<file path="src/pkg/rac_pkg.sv">
package rac_pkg;

    // Register byte addresses
    localparam logic [3:0] OFF_MON_ALARM = 4'h0;
    localparam logic [3:0] OFF_CTL1 = 4'h4;
    localparam logic [3:0] OFF_CTL2 = 4'h8;
    localparam logic [3:0] OFF_HZ64 = 4'hC;

    // Field positions
    localparam int MON_ENB_BIT = 7;
    localparam int CTL1_CARRY_BIT = 7;
    localparam int CTL1_CIE_BIT = 4;
    localparam int CTL1_AIE_BIT = 3;
    localparam int CTL1_AF_BIT = 0;
    localparam int CTL2_PEF_BIT = 7;
    localparam int CTL2_PES_LSB = 4;
    localparam int CTL2_OSC_BIT = 3;
    localparam int CTL2_ADJ_BIT = 2;
    localparam int CTL2_DIVRST_BIT = 1;
    localparam int CTL2_START_BIT = 0;

    // Reset values and masks
    localparam logic [7:0] CTL1_RST = 8'h00;
    localparam logic [7:0] CTL2_RST = 8'h09;
    localparam logic [7:0] MON_RD_MASK = 8'h9F;
    localparam logic [7:0] SEC_ROUND_THRESH = 8'h30;

    // Timing
    localparam int OSC_HZ = 32768;
    localparam int TICK_HZ = 256;
    localparam int DIV_BITS = 9;
    localparam int CLK_NS = 40;
    localparam int ADJ_MAX_NS = 91600;
    localparam int ADJ_MAX_CYC = ADJ_MAX_NS / CLK_NS;

    typedef enum logic [2:0] {
        PER_OFF = 3'b000,
        PER_256TH = 3'b001,
        PER_64TH = 3'b010,
        PER_16TH = 3'b011,
        PER_QUARTER = 3'b100,
        PER_HALF = 3'b101,
        PER_ONE = 3'b110,
        PER_TWO = 3'b111
    } rac_period_e;

    typedef struct packed {
        logic [3:0] addr;
        logic [7:0] wdata;
        logic wr;
        logic rd;
    } rac_bus_req_s;

endpackage

</file>
<file path="src/rtl/rac_ctl.sv">
`timescale 1ns/100ps
// Summary of operation
// - Month alarm compare enable bit 7 compares alarm month against month counter.
// - Alarm matches only when all enabled alarm registers equal their counters.
// - Power-on clears month compare enable; month fields survive manual reset, standby.
// - Control one resets to zero; manual reset leaves carry flag; standby keeps.
// - Carry flag sets when a counter read meets a seconds or 64 Hz carry.
// - Writing 0 clears the carry flag, writing 1 sets it.
// - Carry interrupt requested while carry flag and carry enable bit 4 are set.
// - Alarm interrupt requested while alarm flag and alarm enable bit 3 are set.
// - Alarm flag sets on match; write 0 clears, write 1 leaves it.
// - Reserved control one bits 6, 5, 2, 1 read zero; software writes zero.
// - Control two resets to 0x09; manual reset keeps run bits; standby keeps.
// - Periodic flag sets on interval, requests interrupt while set; write 0 clears.
// - Periodic select: off, 1/256, 1/64, 1/16, 1/4, 1/2, 1, 2 s.
// - Oscillator run bit 3 halts oscillator at 0, runs at 1 by reset.
// - Adjust rounds seconds 29 or less to 00, else next minute.
// - Adjust also resets divider chain and 64 Hz counter; reads zero.
// - Rounded seconds visible within about 91.6 us of the adjust write.
// - Divider reset write clears prescaler and 64 Hz counter; reads zero.
// - Count start bit 0 halts second to year counters at 0, counts at 1.
// - 64 Hz counter runs regardless of start, stops only with oscillator.
module rac_ctl
    import rac_pkg::*;
#(
    parameter int OSC_PER_TICK = OSC_HZ / TICK_HZ
) (
    // Clock and resets
    input wire logic clk_sys_i,
    input wire logic arst_n_i,
    input wire logic manual_rst_i,
    input wire logic standby_i,
    // Register port
    input wire rac_bus_req_s bus_i,
    output logic [7:0] rdata_o,
    // Oscillator and counter side
    input wire logic osc_tick_i,
    input wire logic [7:0] month_counter_i,
    input wire logic [7:0] seconds_counter_i,
    input wire logic cnt_read_i,
    input wire logic [4:0] other_alarm_en_i,
    input wire logic [4:0] other_alarm_eq_i,
    output logic osc_run_o,
    output logic count_run_o,
    output logic sec_tick_o,
    output logic sec_clear_o,
    output logic min_advance_o,
    // Interrupt requests
    output logic carry_irq_o,
    output logic alarm_irq_o,
    output logic periodic_irq_o
);

    // Below two steps the prescaler would have no bits left to count with
    if (OSC_PER_TICK < 2 || OSC_PER_TICK > 4096) begin : gen_bad_div
        $error("OSC_PER_TICK out of range");
    end

    localparam int PRE_W = $clog2(OSC_PER_TICK);
    localparam logic [PRE_W-1:0] PRE_LAST = PRE_W'(OSC_PER_TICK - 1);

    function automatic logic [DIV_BITS-1:0] period_mask(input logic [2:0] sel);
        logic [DIV_BITS-1:0] m;
        m = '0;
        case (rac_period_e'(sel))
            PER_256TH: m = 9'h000;
            PER_64TH: m = 9'h003;
            PER_16TH: m = 9'h00F;
            PER_QUARTER: m = 9'h03F;
            PER_HALF: m = 9'h07F;
            PER_ONE: m = 9'h0FF;
            PER_TWO: m = 9'h1FF;
            default: m = 9'h000;
        endcase
        return m;
    endfunction

    logic [7:0] mon_alarm_ff;
    logic [7:0] ctl1_ff;
    logic [7:0] ctl2_ff;
    logic [PRE_W-1:0] pre_ff;
    logic [DIV_BITS-1:0] div_ff;
    logic match_prev_ff;
    logic [7:0] rdata_ff;
    logic sec_clear_ff;
    logic min_adv_ff;

    logic wr_mon, wr_ctl1, wr_ctl2;
    logic osc_on, tick256, carry64, carry_sec, div_clear;
    logic all_match, match_rise, period_hit;
    logic [7:0] nxt_ctl1, nxt_ctl2;

    // Standby freezes every register write; contents are retained
    assign wr_mon = bus_i.wr && !standby_i && bus_i.addr == OFF_MON_ALARM;
    assign wr_ctl1 = bus_i.wr && !standby_i && bus_i.addr == OFF_CTL1;
    assign wr_ctl2 = bus_i.wr && !standby_i && bus_i.addr == OFF_CTL2;

    // Oscillator gate and divider chain
    assign osc_on = ctl2_ff[CTL2_OSC_BIT];
    assign osc_run_o = osc_on;
    assign count_run_o = ctl2_ff[CTL2_START_BIT];
    assign div_clear = wr_ctl2 && (bus_i.wdata[CTL2_ADJ_BIT] || bus_i.wdata[CTL2_DIVRST_BIT]);
    assign carry64 = osc_on && osc_tick_i && pre_ff == PRE_LAST;
    assign tick256 = carry64 && !div_clear;
    assign carry_sec = carry64 && div_ff[7:0] == 8'hFF;
    assign sec_tick_o = carry_sec && count_run_o && !div_clear;

    // Prescaler ignores the start bit; only the oscillator bit stops it
    always_ff @(posedge clk_sys_i or negedge arst_n_i) begin
        if (!arst_n_i) begin
            pre_ff <= '0;
        end else if (div_clear) begin
            pre_ff <= '0;
        end else if (osc_on && osc_tick_i) begin
            pre_ff <= (pre_ff == PRE_LAST) ? '0 : pre_ff + 1'b1;
        end
    end

    always_ff @(posedge clk_sys_i or negedge arst_n_i) begin
        if (!arst_n_i) begin
            div_ff <= '0;
        end else if (div_clear) begin
            div_ff <= '0;
        end else if (tick256) begin
            div_ff <= div_ff + 1'b1;
        end
    end

    // Alarm match across all enabled registers
    assign all_match = (mon_alarm_ff[MON_ENB_BIT] || other_alarm_en_i != 5'h00)
        && (!mon_alarm_ff[MON_ENB_BIT] || mon_alarm_ff[4:0] == month_counter_i[4:0])
        && ((~other_alarm_en_i | other_alarm_eq_i) == 5'h1F);
    // Edge so that a cleared flag is not re-armed for the rest of the match
    assign match_rise = all_match && !match_prev_ff;

    always_ff @(posedge clk_sys_i or negedge arst_n_i) begin
        if (!arst_n_i) begin
            match_prev_ff <= 1'b0;
        end else begin
            match_prev_ff <= all_match;
        end
    end

    // Month alarm; power-on clears the whole register, enable included
    always_ff @(posedge clk_sys_i or negedge arst_n_i) begin
        if (!arst_n_i) begin
            mon_alarm_ff <= 8'h00;
        end else if (wr_mon) begin
            mon_alarm_ff <= bus_i.wdata & MON_RD_MASK;
        end
    end

    // Control one: hardware sets win over software clears
    always_comb begin
        nxt_ctl1 = ctl1_ff;
        if (wr_ctl1) begin
            nxt_ctl1[CTL1_CARRY_BIT] = bus_i.wdata[CTL1_CARRY_BIT];
            nxt_ctl1[CTL1_CIE_BIT] = bus_i.wdata[CTL1_CIE_BIT];
            nxt_ctl1[CTL1_AIE_BIT] = bus_i.wdata[CTL1_AIE_BIT];
            nxt_ctl1[CTL1_AF_BIT] = ctl1_ff[CTL1_AF_BIT] && bus_i.wdata[CTL1_AF_BIT];
        end
        if (cnt_read_i && (carry64 || carry_sec)) begin
            nxt_ctl1[CTL1_CARRY_BIT] = 1'b1;
        end
        if (match_rise) begin
            nxt_ctl1[CTL1_AF_BIT] = 1'b1;
        end
        nxt_ctl1[6:5] = 2'b00;
        nxt_ctl1[2:1] = 2'b00;
        if (manual_rst_i) begin
            nxt_ctl1 = {ctl1_ff[CTL1_CARRY_BIT], 7'h00};
        end else if (standby_i) begin
            nxt_ctl1 = ctl1_ff;
        end
    end

    always_ff @(posedge clk_sys_i or negedge arst_n_i) begin
        if (!arst_n_i) begin
            ctl1_ff <= CTL1_RST;
        end else begin
            ctl1_ff <= nxt_ctl1;
        end
    end

    // Control two; adjust and divider reset are strobes and never stored
    assign period_hit = tick256 && ctl2_ff[6:4] != PER_OFF
        && (div_ff & period_mask(ctl2_ff[6:4])) == period_mask(ctl2_ff[6:4]);

    always_comb begin
        nxt_ctl2 = ctl2_ff;
        if (wr_ctl2) begin
            nxt_ctl2 = bus_i.wdata;
            nxt_ctl2[CTL2_PEF_BIT] = bus_i.wdata[CTL2_PEF_BIT];
        end
        if (period_hit) begin
            nxt_ctl2[CTL2_PEF_BIT] = 1'b1;
        end
        nxt_ctl2[CTL2_ADJ_BIT] = 1'b0;
        nxt_ctl2[CTL2_DIVRST_BIT] = 1'b0;
        if (manual_rst_i) begin
            nxt_ctl2 = (CTL2_RST & 8'hF6) | (ctl2_ff & 8'h09);
        end else if (standby_i) begin
            nxt_ctl2 = ctl2_ff;
        end
    end

    always_ff @(posedge clk_sys_i or negedge arst_n_i) begin
        if (!arst_n_i) begin
            ctl2_ff <= CTL2_RST;
        end else begin
            ctl2_ff <= nxt_ctl2;
        end
    end

    // Half-minute rounding pulses to the seconds and minute counters
    always_ff @(posedge clk_sys_i or negedge arst_n_i) begin
        if (!arst_n_i) begin
            sec_clear_ff <= 1'b0;
            min_adv_ff <= 1'b0;
        end else begin
            sec_clear_ff <= wr_ctl2 && bus_i.wdata[CTL2_ADJ_BIT];
            min_adv_ff <= wr_ctl2 && bus_i.wdata[CTL2_ADJ_BIT]
                && seconds_counter_i >= SEC_ROUND_THRESH;
        end
    end
    assign sec_clear_o = sec_clear_ff;
    assign min_advance_o = min_adv_ff;

    // Interrupt levels
    assign carry_irq_o = ctl1_ff[CTL1_CARRY_BIT] && ctl1_ff[CTL1_CIE_BIT];
    assign alarm_irq_o = ctl1_ff[CTL1_AF_BIT] && ctl1_ff[CTL1_AIE_BIT];
    assign periodic_irq_o = ctl2_ff[CTL2_PEF_BIT];

    // Read port, data one cycle after the strobe, zero otherwise
    always_ff @(posedge clk_sys_i or negedge arst_n_i) begin
        if (!arst_n_i) begin
            rdata_ff <= 8'h00;
        end else if (bus_i.rd) begin
            case (bus_i.addr)
                OFF_MON_ALARM: rdata_ff <= mon_alarm_ff & MON_RD_MASK;
                OFF_CTL1: rdata_ff <= ctl1_ff;
                OFF_CTL2: rdata_ff <= ctl2_ff;
                OFF_HZ64: rdata_ff <= {1'b0, div_ff[7:1]};
                default: rdata_ff <= 8'h00;
            endcase
        end else begin
            rdata_ff <= 8'h00;
        end
    end
    assign rdata_o = rdata_ff;
endmodule // rac_ctl
</file>
<file path="config.mk">
export PLATFORM = sky130hd
export DESIGN_NAME = rac_ctl
export DESIGN_NICKNAME = d
export VERILOG_FILES = /design/src/pkg/rac_pkg.sv /design/src/rtl/rac_ctl.sv
export SDC_FILE = /design/constraint.sdc
export NUM_CORES = 1
export LEC_CHECK = 0
export BUFFER_PORTS_ARGS = -buffer_cell sky130_fd_sc_hd__buf_2
export CAP_MARGIN = 20
export CORE_ASPECT_RATIO = 0.75
export CORE_MARGIN = 4
export CORE_UTILIZATION = 58
export CTS_BUF_LIST = sky130_fd_sc_hd__clkbuf_4
export DETAILED_ROUTE_END_ITERATION = 12
export PLACE_DENSITY = 0.84
export RECOVER_POWER = 25
export SETUP_SLACK_MARGIN = 0.1
export SLEW_MARGIN = 10
export SYNTH_ARGS = -nofsm -noshare
export SYNTH_HDL_FRONTEND = slang
export SYNTH_SLANG_ARGS = --single-unit
</file>
<file path="constraint.sdc">
create_clock -name clk_sys_i -period 4.7 [get_ports clk_sys_i]
set_clock_uncertainty 0.15 [all_clocks]
set_input_delay 0.235 -clock clk_sys_i [delete_from_list [all_inputs] [get_ports clk_sys_i]]
set_output_delay 0.235 -clock clk_sys_i [all_outputs]
set_load 0.005 [all_outputs]
</file>
---- Word level (Yosys, flattened, before mapping) ----
Index checks and enable logic that the tools add are counted.
storage, ports and cells
  bits in registers ....................... 49
  input port bits ......................... 46
  output and inout port bits .............. 16
  word-level logic and storage cells ...... 103
cells by class
  $add $sub $neg .......................... 2
  magnitude comparators ................... 1
  equal/unequal tests ..................... 15
  mux-type cells .......................... 19
  bitwise gates (word level) .............. 5
  reductions and logical operators ........ 46
operators with widths
  kind                                                                                 count
  9-bit case mux with 6 select lines                                                   1
  7-bit 2-to-1 mux                                                                     5
  8-bit 2-to-1 mux                                                                     4
  8-bit case mux with 4 select lines                                                   1
  1-bit logical AND                                                                    22
  9-bit 2-to-1 mux                                                                     2
  3-bit == test, second input constant                                                 4
  2-bit nonzero test                                                                   5
  9-bit by 1-bit adder with 9-bit output, second input constant                        1
  9-bit bitwise AND                                                                    1
  9-bit == test                                                                        1
  3-bit nonzero test                                                                   3
  4-bit == test, second input constant                                                 2
  8-bit == test, second input constant                                                 1
  8-bit by 6-bit greater-or-equal comparator with 1-bit output, second input constant  1
  2-bit AND reduction                                                                  4
  7-bit by 1-bit adder with 7-bit output, second input constant                        1
  7-bit == test, second input constant                                                 1
  3-bit by 2-bit == test with 1-bit output, second input constant                      2
  3-bit AND reduction                                                                  2
  5-bit == test                                                                        1
  5-bit == test, second input constant                                                 1
  1-bit 2-to-1 mux                                                                     5
  5-bit NOT                                                                            1
  9 further kinds                                                                      16

---- Depth between registers and ports, before layout ----
Gate-level depths: netlist (run 1).
  word-level depth ........................ 11
  mapped depth ............................ 6
  gate-level depth less buffers ........... 5

---- Worst setup path before layout (run 1) ----
Ideal clock, no wire load.
  path kind ............................... flip-flop to output port
  from .................................... register pre_ff[0]
  to ...................................... output port sec_tick_o
  arrival time ............................ 1690 ps
  required time ........................... 4315 ps
  slack ................................... 2625 ps
  cell stages (with the launch flop) ...... 6
  path buffers ............................ 0
  cells stage by stage .................... dfrtp_1 -> ha_1 -> nand4_1 -> nor3_1 -> and3_1 -> nor4bb_1
between the ends
  longest elaborated chain between the ends .. 5
ends and longest elaborated chain
  what                             line            RTL
  start: declaration               rac_ctl.sv:81   logic [PRE_W-1:0] pre_ff;
  start signal: assignment         rac_ctl.sv:115  pre_ff <= (pre_ff == PRE_LAST) ? '0 : pre_ff + 1'b1;
  7-bit == test                    rac_ctl.sv:103  assign carry64 = osc_on && osc_tick_i && pre_ff == PRE_LAST;
  1-bit logical AND                rac_ctl.sv:103
  1-bit logical AND                rac_ctl.sv:105  assign carry_sec = carry64 && div_ff[7:0] == 8'hFF;
  1-bit logical AND (2 in series)  rac_ctl.sv:106  assign sec_tick_o = carry_sec && count_run_o && !div_clear;
  end: declaration                 rac_ctl.sv:45   output logic sec_tick_o,
Every way passes these cells.

---- Final worst setup path (run 1) ----
Same ends and word-level chain as after synthesis.

==> impl_metrics.env, run 1 <==
export IMPL_ant_nets=0
export IMPL_routedWlPerCell_um=15.3
export IMPL_yosysSeqAreaShare=0.477
export IMPL_worst_pin_slew_ns=2.19
export IMPL_most_common_layout_cells="buf_2, dfrtp_1, nor2_1"
export IMPL_async_flop_share=1.00
export IMPL_area_growth_pct=19.4
export IMPL_post_cts_repair_setup_buffers=0
export IMPL_slew_viol_final=44
export IMPL_critPathArrivalTime_ns=2.67
export IMPL_crit_required_ns=4.32
export IMPL_synth_top_family_by_area="simple AND/OR/NAND/NOR gates"
export IMPL_yosys_area_share_adder=0.0111
export IMPL_powerDensity_nw_per_um2=285
export IMPL_violations="capacitance limit, slew limit"
export IMPL_drtIter0Drc=107
export IMPL_hold_path_depth=3
export IMPL_pre_cts_ws_ns=2.07
export IMPL_cts_tree="built"
export IMPL_max_freq_ghz=0.328
export IMPL_layout_drive_gt1_share=0.241
export IMPL_grt_start_max_net_pins=44
export IMPL_postSynthCellCount=230
export IMPL_reg2reg_depth=5
export IMPL_placed_area_um2=2560
export IMPL_cp_max_fo=7
export IMPL_grt_overflow=0
export IMPL_clock_latency_ns=0.34
export IMPL_synth_compound_area_share=0.114
export IMPL_synthSimpleGateAreaFrac=0.233
export IMPL_path_class="flop to primary output"
export IMPL_grt_pass1_wl_mm=8.70
export IMPL_dp_hpwl_mm=3.90
export IMPL_final_area_um2=2700
export IMPL_place_port_buffers=54
export IMPL_grt_pass1_vias=1832
export IMPL_slew_headroom=-0.461
export IMPL_synth_edf_count=0
export IMPL_grt_antenna_before_repair=0
export IMPL_dieHeight_um=62.1
export IMPL_finalCritPeriodShare=0.650
export IMPL_place_congestion=0.873
export IMPL_dieArea_um2=4970
export IMPL_htree_num_levels=2
export IMPL_initial_core_util=0.610
export IMPL_rsz0062_at_grt="false"
export IMPL_cts_sinks=43
export IMPL_drcViolationCount=0
export IMPL_fin_worst_hold_slack_ns=0.00997
export IMPL_vias=1947
export IMPL_avgSynthCellArea_um2=9.83
export IMPL_cp_end_kind="primary output"
export IMPL_track_usage=0.231
export IMPL_max_cap_violations=1
export IMPL_synth_mux_area_frac=0.0897
export IMPL_p_leak_nw=1.26
export IMPL_synth_xor_area_frac=0.0426
export IMPL_die_w_um=80.1
export IMPL_diodes=0
export IMPL_firstDrtPassIters=4
export IMPL_clk_pin_slew_ns=0.13
export IMPL_cts_path_max_buffers=2
export IMPL_synth_distinct_cells=48
export IMPL_via_per_inst=5.68
export IMPL_cp_start_kind="flop"
export IMPL_rows=19
export IMPL_setup_viol=0
export IMPL_core_region_area_um2=3710
export IMPL_cts_resized=0
export IMPL_final_nets=338
export IMPL_synthFlopType="dfrtp_1"
export IMPL_cts_inserted_buffers=5
export IMPL_hold_class="input port to flop"
export IMPL_cts_root_buf="clkbuf_4"
export IMPL_netlist_area_um2=2260
export IMPL_ir_worst_vdd_v=0.000236
export IMPL_finalHoldViolCount=0
export IMPL_setup_ws_ns=1.65
export IMPL_ys_warn_count=0
export IMPL_io_pin_count=62
export IMPL_synth_seq_cells=43
export IMPL_layout_commonest_cell="buf_2"
export IMPL_outcome="finished with violations"
export IMPL_fin_crit_ns=3.05
export IMPL_syn_num_nets=278
export IMPL_finalSetupTns_ns=0
export IMPL_wl_mm=5.23
-- stage by stage --
| stage | cells | utilization | power (mW) |
|---|---|---|---|
| 6_report | 343 | 0.728 | 0.769 |
| 3_5_place_dp | 328 | 0.690 | 0.547 |
| 5_1_grt | 343 | 0.728 | 0.812 |
| 2_1_floorplan | 230 | - | 0.494 |
| 3_3_place_gp | 328 | 0.690 | 0.540 |
| 4_1_cts | 342 | 0.727 | 0.774 |
-- metal layers --
metal  vias up  track usage  share of wire
met2        60        0.364           0.46
met1       934        0.331           0.48
li1        946            -              -
met4         0       0.0627         0.0092
met5         -            0              0
met3         7       0.0476          0.054
-- cell families after synthesis --
kind of cell | count (synthesis)
AND/OR/NAND/NOR | 98
multiplexers | 18
adder cells (fa/ha/maj) | 2
buffers and inverters | 18
AO/OA/AOI/OAI | 40
XOR/XNOR | 11
flip-flops | 43
-- path summary, 6_finish.rpt --
kind	start	to	slack, ns
max in group asynchronous	arst_n_i	ctl2_ff[6]	2.22
min in group asynchronous	arst_n_i	rdata_o[1]	0.92
setup reg to reg	pre_ff[0]	div_ff[0]	2.52
hold / removal	bus_i[7]	ctl2_ff[5]	0.01
setup / recovery	pre_ff[0]	sec_tick_o	1.65
hold reg to reg	pre_ff[6]	pre_ff[6]	0.37
-- layout make-up --
class                      count  area, um^2
sequential                    43        1080
multi-input combinational    169        1110
fill                         286        1010
timing repair buffer          61         333
clock inverter                 3        38.8
clock buffer                   5        37.5
tap                           52        65.1
inverter                      10        37.5
-- critical path: stages, from the launching register on --
cell,delay (ns)
dfrtp_1,0.42
ha_1,0.22
nand4_1,0.25
nor3_1,0.73
and3_1,0.24
nor4bb_1,0.29
buf_2,0.17
-- where the power goes --
part / switching (mW) / internal (mW)
Clock: 0.115 / 0.110
Combinational: 0.0576 / 0.0565
Sequential: 0.0311 / 0.400
Total: 0.203 / 0.566
-- cells in the mapped netlist, types with 2 or more instances --
cell type	n	area share
nand4_1	7	0.019
a221oi_1	2	0.0077
mux2_1	2	0.010
inv_1	10	0.017
clkbuf_1	5	0.0083
and2_1	4	0.011
dfstp_2	2	0.023
a21oi_1	13	0.029
a31oi_1	5	0.014
a211oi_1	4	0.013
xor2_1	4	0.015
nand2_1	16	0.027
and3_1	3	0.0083
nand3_1	10	0.022
ha_1	2	0.011
nor2_1	29	0.048
o21ai_0	7	0.015
nor4_1	4	0.011
mux2_2	6	0.030
nor2b_1	5	0.014
dfrtp_1	41	0.45
xnor2_1	7	0.027
mux2i_1	9	0.040
nor3_1	2	0.0044
or3_1	7	0.019
nand2b_1	2	0.0055
-- flip-flops by register name (all words and copies together), names as in the netlist --
| name | flops |
|---|---|
| pre_ff | 7 |
| mon_alarm_ff | 6 |
| ctl1_ff | 4 |
| sec_clear_o | 1 |
| div_ff | 9 |
| match_prev_ff | 1 |
| ctl2_ff | 6 |
| rdata_o | 8 |
| min_advance_o | 1 |
-- timing repair --
item	4_1_cts	5_1_grt
endpoints found under the setup margin	0	0
hold endpoints to repair	47	1
hold buffers	6	1
Power figures use the tool's default switching activity.
==> inputs of run 2 (changes only) <==
--- a/config.mk
+++ b/config.mk
@@ -5,14 +5,15 @@
 export SDC_FILE = /design/constraint.sdc
 export NUM_CORES = 1
 export LEC_CHECK = 0
+export ABC_AREA = 1
 export BUFFER_PORTS_ARGS = -buffer_cell sky130_fd_sc_hd__buf_2
 export CAP_MARGIN = 20
 export CORE_ASPECT_RATIO = 0.75
 export CORE_MARGIN = 4
-export CORE_UTILIZATION = 58
+export CORE_UTILIZATION = 54
 export CTS_BUF_LIST = sky130_fd_sc_hd__clkbuf_4
 export DETAILED_ROUTE_END_ITERATION = 12
-export PLACE_DENSITY = 0.84
+export PLACE_DENSITY = 0.79
 export RECOVER_POWER = 25
 export SETUP_SLACK_MARGIN = 0.1
 export SLEW_MARGIN = 10
==> constraint.sdc (replaced) <==
create_clock -name clk_sys_i -period 3.1 [get_ports clk_sys_i]
set_clock_uncertainty 0.15 [all_clocks]
set_input_delay 0.155 -clock clk_sys_i [delete_from_list [all_inputs] [get_ports clk_sys_i]]
set_output_delay 0.155 -clock clk_sys_i [all_outputs]
set_load 0.005 [all_outputs]
==> run 2 against run 1 <==
  * The run now ends clean
  * Clock-buffer cell count increased by 2
  * Largest power group unchanged
  * Die area increased by 7.7%
  * Final area increased by 6.5%
  * Routed wire length grew 5.7%
  * Largest cell class is now flip-flops and latches
  * Setup slack got worse by 0.79 ns
  * Final cell count increased by 27%
  * Utilization down 2.3 points
  * Register-to-register slack got worse by 1.5 ns
  * Hold slack better by 0.052 ns
  * Non-clock buffer count up 14
  * Clock power grew 26%
==> impl_metrics.env, run 2 <==
export IMPL_cts_resized=0
export IMPL_cts_tree="built"
export IMPL_slew_viol_final=0
export IMPL_powerDensity_nw_per_um2=421
export IMPL_synth_seq_cells=43
export IMPL_dieArea_um2=5350
export IMPL_max_freq_ghz=0.446
export IMPL_avgSynthCellArea_um2=7.63
export IMPL_hold_class="input port to flop"
export IMPL_syn_num_nets=348
export IMPL_yosysTopAreaCell="dfrtp_1"
export IMPL_clock_latency_ns=0.35
export IMPL_synth_common_cells="nand2_1, inv_1, dfrtp_1"
export IMPL_track_usage=0.231
export IMPL_place_port_buffers=54
export IMPL_outcome="completed"
export IMPL_ant_nets=0
export IMPL_grt_pass1_wl_mm=9.70
export IMPL_r2r_start="pre_ff[0]"
export IMPL_crit_chain="ha_1, nand2_1, nor2_1, nand2_2, nor2_4, nand2_1, nor2_2, nand2_1, nor2_1, buf_2"
export IMPL_htree_num_levels=2
export IMPL_firstDrtPassIters=4
export IMPL_yosys_top_cells_area="dfrtp_1, nand2_1, inv_1, nor2_1, o22ai_1"
export IMPL_final_core_utilization=0.705
export IMPL_io_pin_count=62
export IMPL_cp_common_cell="nand2_1"
export IMPL_setup_viol=0
export IMPL_crit_path_top_delay_cell="dfrtp_1"
export IMPL_cp_top_family="simple AND/OR/NAND/NOR gates"
export IMPL_slew_headroom=0.383
export IMPL_core_region_area_um2=4080
export IMPL_rows=20
export IMPL_finalCritPeriodShare=0.723
export IMPL_cts_inserted_buffers=5
export IMPL_max_cap_violations=0
export IMPL_area_growth_pct=25.6
export IMPL_via_per_inst=4.98
export IMPL_post_cts_repair_setup_buffers=0
export IMPL_initial_core_util=0.561
export IMPL_ir_worst_vdd_v=0.000270
export IMPL_crit_required_ns=2.79
export IMPL_yosysSeqAreaShare=0.471
export IMPL_grt_pass1_vias=2099
export IMPL_cts_sinks=43
export IMPL_cp_end_kind="primary output"
export IMPL_drtIter0Drc=178
export IMPL_n_fill_cell=355
export IMPL_top_register="div_ff"
export IMPL_finalHoldViolCount=0
export IMPL_finalSetupTns_ns=0
export IMPL_postSynthCellCount=300
export IMPL_synth_edf_count=0
export IMPL_synthFlopType="dfrtp_1"
export IMPL_final_nets=428
export IMPL_synth_top_area_frac=0.448
export IMPL_vias=2170
export IMPL_drcViolationCount=0
export IMPL_cp_num_buf_inv=1
export IMPL_layout_drive_gt1_share=0.205
export IMPL_rsz0062_at_grt="false"
export IMPL_synth_distinct_cells=30
export IMPL_routedWlPerCell_um=12.7
export IMPL_grt_antenna_before_repair=0
export IMPL_async_flop_share=1.00
export IMPL_fin_crit_ns=2.24
export IMPL_place_congestion=0.822
export IMPL_yosysMostFrequentCell="nand2_1"
export IMPL_seqCellArea_um2=1080
export IMPL_grt_start_max_net_pins=44
export IMPL_layout_commonest_cell="nand2_1"
export IMPL_p_leak_nw=1.47
export IMPL_grt_overflow=0
export IMPL_cp_depth=10
export IMPL_netlist_area_um2=2290
export IMPL_clk_pin_slew_ns=0.12
export IMPL_cp_start_kind="flop"
export IMPL_path_class="flop to primary output"
export IMPL_cp_max_fo=7
export IMPL_ys_warn_count=0
export IMPL_slowest_delay_ns=0.40
export IMPL_hold_path_depth=6
export IMPL_cts_path_max_buffers=2
export IMPL_diodes=0
export IMPL_dp_hpwl_mm=4.14
export IMPL_hold_path_startpoint="bus_i[11]"
export IMPL_wl_mm=5.53
export IMPL_cts_root_buf="clkbuf_4"
export IMPL_die_w_um=83.2
export IMPL_dieHeight_um=64.4
export IMPL_largest_register_ff_count=9
export IMPL_most_common_layout_cells="nand2_1, buf_2, inv_1"
export IMPL_reg2reg_depth=8
export IMPL_critPathLaunch="pre_ff[0]"
export IMPL_multi_input_area_um2=1000
export IMPL_worst_pin_slew_ns=0.925
export IMPL_critPathArrivalTime_ns=1.94
==> run 2: cell count changes after synthesis, moves of 6 or more <==
cell | before | now
inv_1 | 10 | 44
inv_2 | 0 | 9
mux2_2 | 6 | 0
mux2i_1 | 9 | 0
nand2_1 | 16 | 77
nand3_1 | 10 | 16
o21ai_1 | 0 | 12
o22ai_1 | 0 | 13
or3_1 | 7 | 0
xnor2_1 | 7 | 1
==> run 2: logic make-up after synthesis <==
family / Yosys count / synth area share
and+or+nand+nor: 145 / 0.282
buffers and inverters: 55 / 0.0913
AOI/OAI and AO/OA: 51 / 0.130
DFF: 43 / 0.471
xor gates and xnor gates: 4 / 0.0153
adders and majority gates: 2 / 0.0109
==> run 2: timing repair <==
item                                    CTS  global route
endpoints found under the setup margin    0             0
hold buffers                             21             0
endpoints found under the hold margin    68             0
==> run 2: worst paths after layout <==
kind	slack, ns	to
min in group asynchronous	0.31	mon_alarm_ff[4]
max	0.86	sec_tick_o
min	0.06	rdata_o[6]
min reg2reg	0.35	div_ff[2]
max in group asynchronous	1.91	sec_clear_o
max reg2reg	1.06	ctl1_ff[7]
==> run 2: metal layers <==
metal / share of wire / routed length (um) / GRT usage / vias to the layer above
li1: - / - / - / 1120
met1: 0.49 / 2720 / 0.335 / 965
met2: 0.41 / 2290 / 0.332 / 74
met3: 0.071 / 394 / 0.0722 / 11
met4: 0.022 / 121 / 0.0653 / 0
met5: 0 / 0 / 0 / -
==> run 2: through the flow <==
| step | std cells | power, mW | hold slack (ns) | setup WS (ns) | area (um^2) |
|---|---|---|---|---|---|
| global placement | 407 | 0.907 | 0.197 | 1.29 | 2620 |
| detailed placement | 407 | 0.917 | 0.190 | 1.25 | 2620 |
| CTS | 436 | 1.21 | 0.0535 | 0.844 | 2890 |
| finish | 436 | 1.21 | 0.0616 | 0.858 | 2870 |
| global route | 436 | 1.29 | 0.0818 | 0.584 | 2870 |
| floorplan | 300 | 0.824 | -0.291 | 1.49 | 2290 |
==> run 2: power breakdown <==
group	leakage [nW]	internal, mW	switching [mW]
registers	0.562	0.626	0.0501
logic	0.874	0.106	0.145
clock network	0.0361	0.106	0.176
==> run 2: cell type report <==
class | count | area share
clock buffers | 7 | 0.0183
multi-input cells | 202 | 0.348
well taps | 55 | 0.0239
clock inverters | 1 | 0.00174
inverters | 53 | 0.0692
repair buffers | 75 | 0.163
flip-flops and latches | 43 | 0.375
==> run 2: tightest hold or removal path: cells and delay by family <==
kind                   cells  cell delay [ns]
AND/OR/NAND/NOR            3             0.17
buffers and inverters      2             0.15
AO/OA/AOI/OAI              1             0.05
==> inputs of run 3 (changes only) <==
--- a/config.mk
+++ b/config.mk
@@ -10,10 +10,10 @@
 export CAP_MARGIN = 20
 export CORE_ASPECT_RATIO = 0.75
 export CORE_MARGIN = 4
-export CORE_UTILIZATION = 54
+export CORE_UTILIZATION = 49
 export CTS_BUF_LIST = sky130_fd_sc_hd__clkbuf_4
 export DETAILED_ROUTE_END_ITERATION = 12
-export PLACE_DENSITY = 0.79
+export PLACE_DENSITY = 0.75
 export RECOVER_POWER = 25
 export SETUP_SLACK_MARGIN = 0.1
 export SLEW_MARGIN = 10
==> constraint.sdc (replaced) <==
create_clock -name clk_sys_i -period 2 [get_ports clk_sys_i]
set_clock_uncertainty 0.15 [all_clocks]
set_input_delay 0.1 -clock clk_sys_i [delete_from_list [all_inputs] [get_ports clk_sys_i]]
set_output_delay 0.1 -clock clk_sys_i [all_outputs]
set_load 0.005 [all_outputs]
==> run 3 against run 2 <==
  * Flip-flop and latch count did not move
  * Power rose by 70%
  * Die area is 9.1% higher
  * Final cell count up 3.7%
  * Clock power rose by 94%
  * Combinational power is 84% higher
  * Via count rose by 4.7%
  * First-iteration DRC count increased by 31%
  * Global-route usage is 0.52 points lower
  * Largest cell class unchanged
==> impl_metrics.env, run 3 (synthesized netlist as in run 2, its figures left out) <==
export IMPL_outcome="completed"
export IMPL_cp_top_family="simple AND/OR/NAND/NOR gates"
export IMPL_vias=2273
export IMPL_drtIter0Drc=234
export IMPL_max_cap_violations=0
export IMPL_most_common_layout_cells="nand2_1, buf_2, inv_1"
export IMPL_firstDrtPassIters=7
export IMPL_pwr_share_seq=0.508
export IMPL_rows=21
export IMPL_cts_sinks=43
export IMPL_finalCritPeriodShare=0.973
export IMPL_grt_start_max_net_pins=44
export IMPL_layout_drive_gt1_share=0.266
export IMPL_crit_path_top_delay_cell="dfrtp_1"
export IMPL_setup_viol=0
export IMPL_path_class="flop to primary output"
export IMPL_track_usage=0.226
export IMPL_cts_root_buf="clkbuf_4"
export IMPL_grt_pass1_wl_mm=10.1
export IMPL_final_nets=442
export IMPL_place_congestion=0.800
export IMPL_cts_path_max_buffers=2
export IMPL_final_area_um2=3040
export IMPL_hold_class="input port to flop"
export IMPL_grt_pass1_vias=2159
export IMPL_dieArea_um2=5840
export IMPL_io_pin_count=62
export IMPL_route_met2_wl_mm=2.67
export IMPL_cp_common_cell="nand2_2"
export IMPL_ant_nets=0
export IMPL_cp_end_kind="primary output"
export IMPL_clk_pin_slew_ns=0.13
export IMPL_p_leak_nw=1.59
export IMPL_slowest_delay_ns=0.38
export IMPL_finalSetupTns_ns=0
export IMPL_area_growth_pct=32.7
export IMPL_largest_register_ff_count=9
export IMPL_core_region_area_um2=4490
export IMPL_dr_wl_met3_um=408
export IMPL_grt_overflow=0
export IMPL_grt_antenna_before_repair=0
export IMPL_ir_worst_vdd_v=0.000409
export IMPL_final_cells=452
export IMPL_finalHoldViolCount=0
export IMPL_cp_num_buf_inv=1
export IMPL_max_freq_ghz=0.514
export IMPL_p_int_mw=1.45
export IMPL_wl_mm=6.03
export IMPL_cts_tree="built"
export IMPL_critPathArrivalTime_ns=1.70
export IMPL_fin_worst_hold_slack_ns=0.0338
export IMPL_placed_area_um2=2640
export IMPL_dieHeight_um=67.2
export IMPL_place_port_buffers=54
export IMPL_crit_chain="ha_2, nand2_2, nor2_2, nand2_2, nor2_4, nand2_2, nor2_4, nand2_1, nor2_1, buf_2"
export IMPL_routedWlPerCell_um=13.3
export IMPL_layout_commonest_cell="nand2_1"
export IMPL_diodes=0
export IMPL_powerDensity_nw_per_um2=676
export IMPL_initial_core_util=0.509
export IMPL_p_clk_frac=0.267
export IMPL_rsz0062_at_grt="true"
export IMPL_via_per_inst=5.03
export IMPL_clock_latency_ns=0.35
export IMPL_switching_share=0.297
export IMPL_cp_start_kind="flop"
export IMPL_slew_headroom=0.292
export IMPL_drcViolationCount=0
export IMPL_top_register="div_ff"
export IMPL_htree_num_levels=2
export IMPL_dp_cells=411
export IMPL_worst_pin_slew_ns=1.06
export IMPL_die_w_um=86.9
export IMPL_dp_hpwl_mm=4.23
export IMPL_fin_crit_ns=1.95
export IMPL_slew_viol_final=0
export IMPL_final_core_utilization=0.676
export IMPL_cts_inserted_buffers=5
export IMPL_wl_met1_mm=2.87
export IMPL_switchingPower_mw=0.609
export IMPL_crit_required_ns=1.75
export IMPL_highest_layer="met4"
export IMPL_combPwrFrac=0.225
export IMPL_n_fill_cell=400
export IMPL_cp_max_fo=3
run 3: cell types whose count changed in the layout (fill, tap and decap cells not counted), sizes merged:
cell | previous run | this run
buf | 45 | 66
bufinv | 0 | 1
clkbuf | 16 | 6
clkinv | 1 | 2
dlygate4sd3 | 21 | 22
run 3: final cells by class:
class	count	area (um^2)	area share
multi-input combinational	202	1020	0.337
tap	57	71.3	0.0235
sequential	43	1080	0.355
clock buffer	5	37.5	0.0124
clock inverter	3	38.8	0.0128
timing repair buffer	89	589	0.194
inverter	53	199	0.0655
run 3: through the flow:
stage,total power [mW],setup WS [ns]
global placement,1.41,0.241
detailed placement,1.42,0.184
finish,2.05,0.0535
CTS,2.03,-0.00767
global route,2.19,-0.0846
floorplan,1.28,0.401
run 3: what timing repair did:
item / CTS / global route
hold buffers: 22 / 0
setup endpoints to repair: 1 / 6
endpoints found under the hold margin: 71 / 0
buffers inserted: 9 / 3
resized for setup: 5 / 3
pin swaps: 6 / 7
gates cloned: 0 / 0
run 3: worst register-to-register path, delay by kind of cell (launching register included):
| family | cells | cell delay, ns |
|---|---|---|
| and+or+nand+nor | 9 | 0.71 |
| DFF | 1 | 0.38 |
| buffers and inverters | 4 | 0.38 |
| adders and majority gates | 1 | 0.19 |
run 3: path summary, 6_finish.rpt:
| check | from | to | slack [ns] | depth (start not counted) |
|---|---|---|---|---|
| hold reg to reg | div_ff[2] | div_ff[2] | 0.35 | 1 |
| min in group asynchronous | arst_n_i | rdata_o[1] | 0.38 | 3 |
| setup reg to reg | pre_ff[1] | div_ff[8] | 0.10 | 14 |
| hold / removal | other_alarm_eq_i[4] | match_prev_ff | 0.03 | 4 |
| max in group asynchronous | arst_n_i | match_prev_ff | 0.67 | 3 |
| setup / recovery | pre_ff[1] | sec_tick_o | 0.05 | 10 |
run 3: power groups by stage:
| stage | Sequential (mW) | Combinational (mW) | Clock, mW |
|---|---|---|---|
| 2_1_floorplan | 1.04 | 0.234 | 0 |
| 3_3_place_gp | 1.06 | 0.349 | 0 |
| 3_5_place_dp | 1.06 | 0.359 | 0 |
| 4_1_cts | 1.04 | 0.434 | 0.556 |
| 5_1_grt | 1.05 | 0.538 | 0.597 |
| 6_report | 1.04 | 0.462 | 0.548 |
run 3: routing by layer:
layer / vias to the layer above / track usage
li1: 1156 / -
met1: 1027 / 0.315
met2: 82 / 0.360
met3: 8 / 0.0463
met4: 0 / 0.0603
met5: - / 0
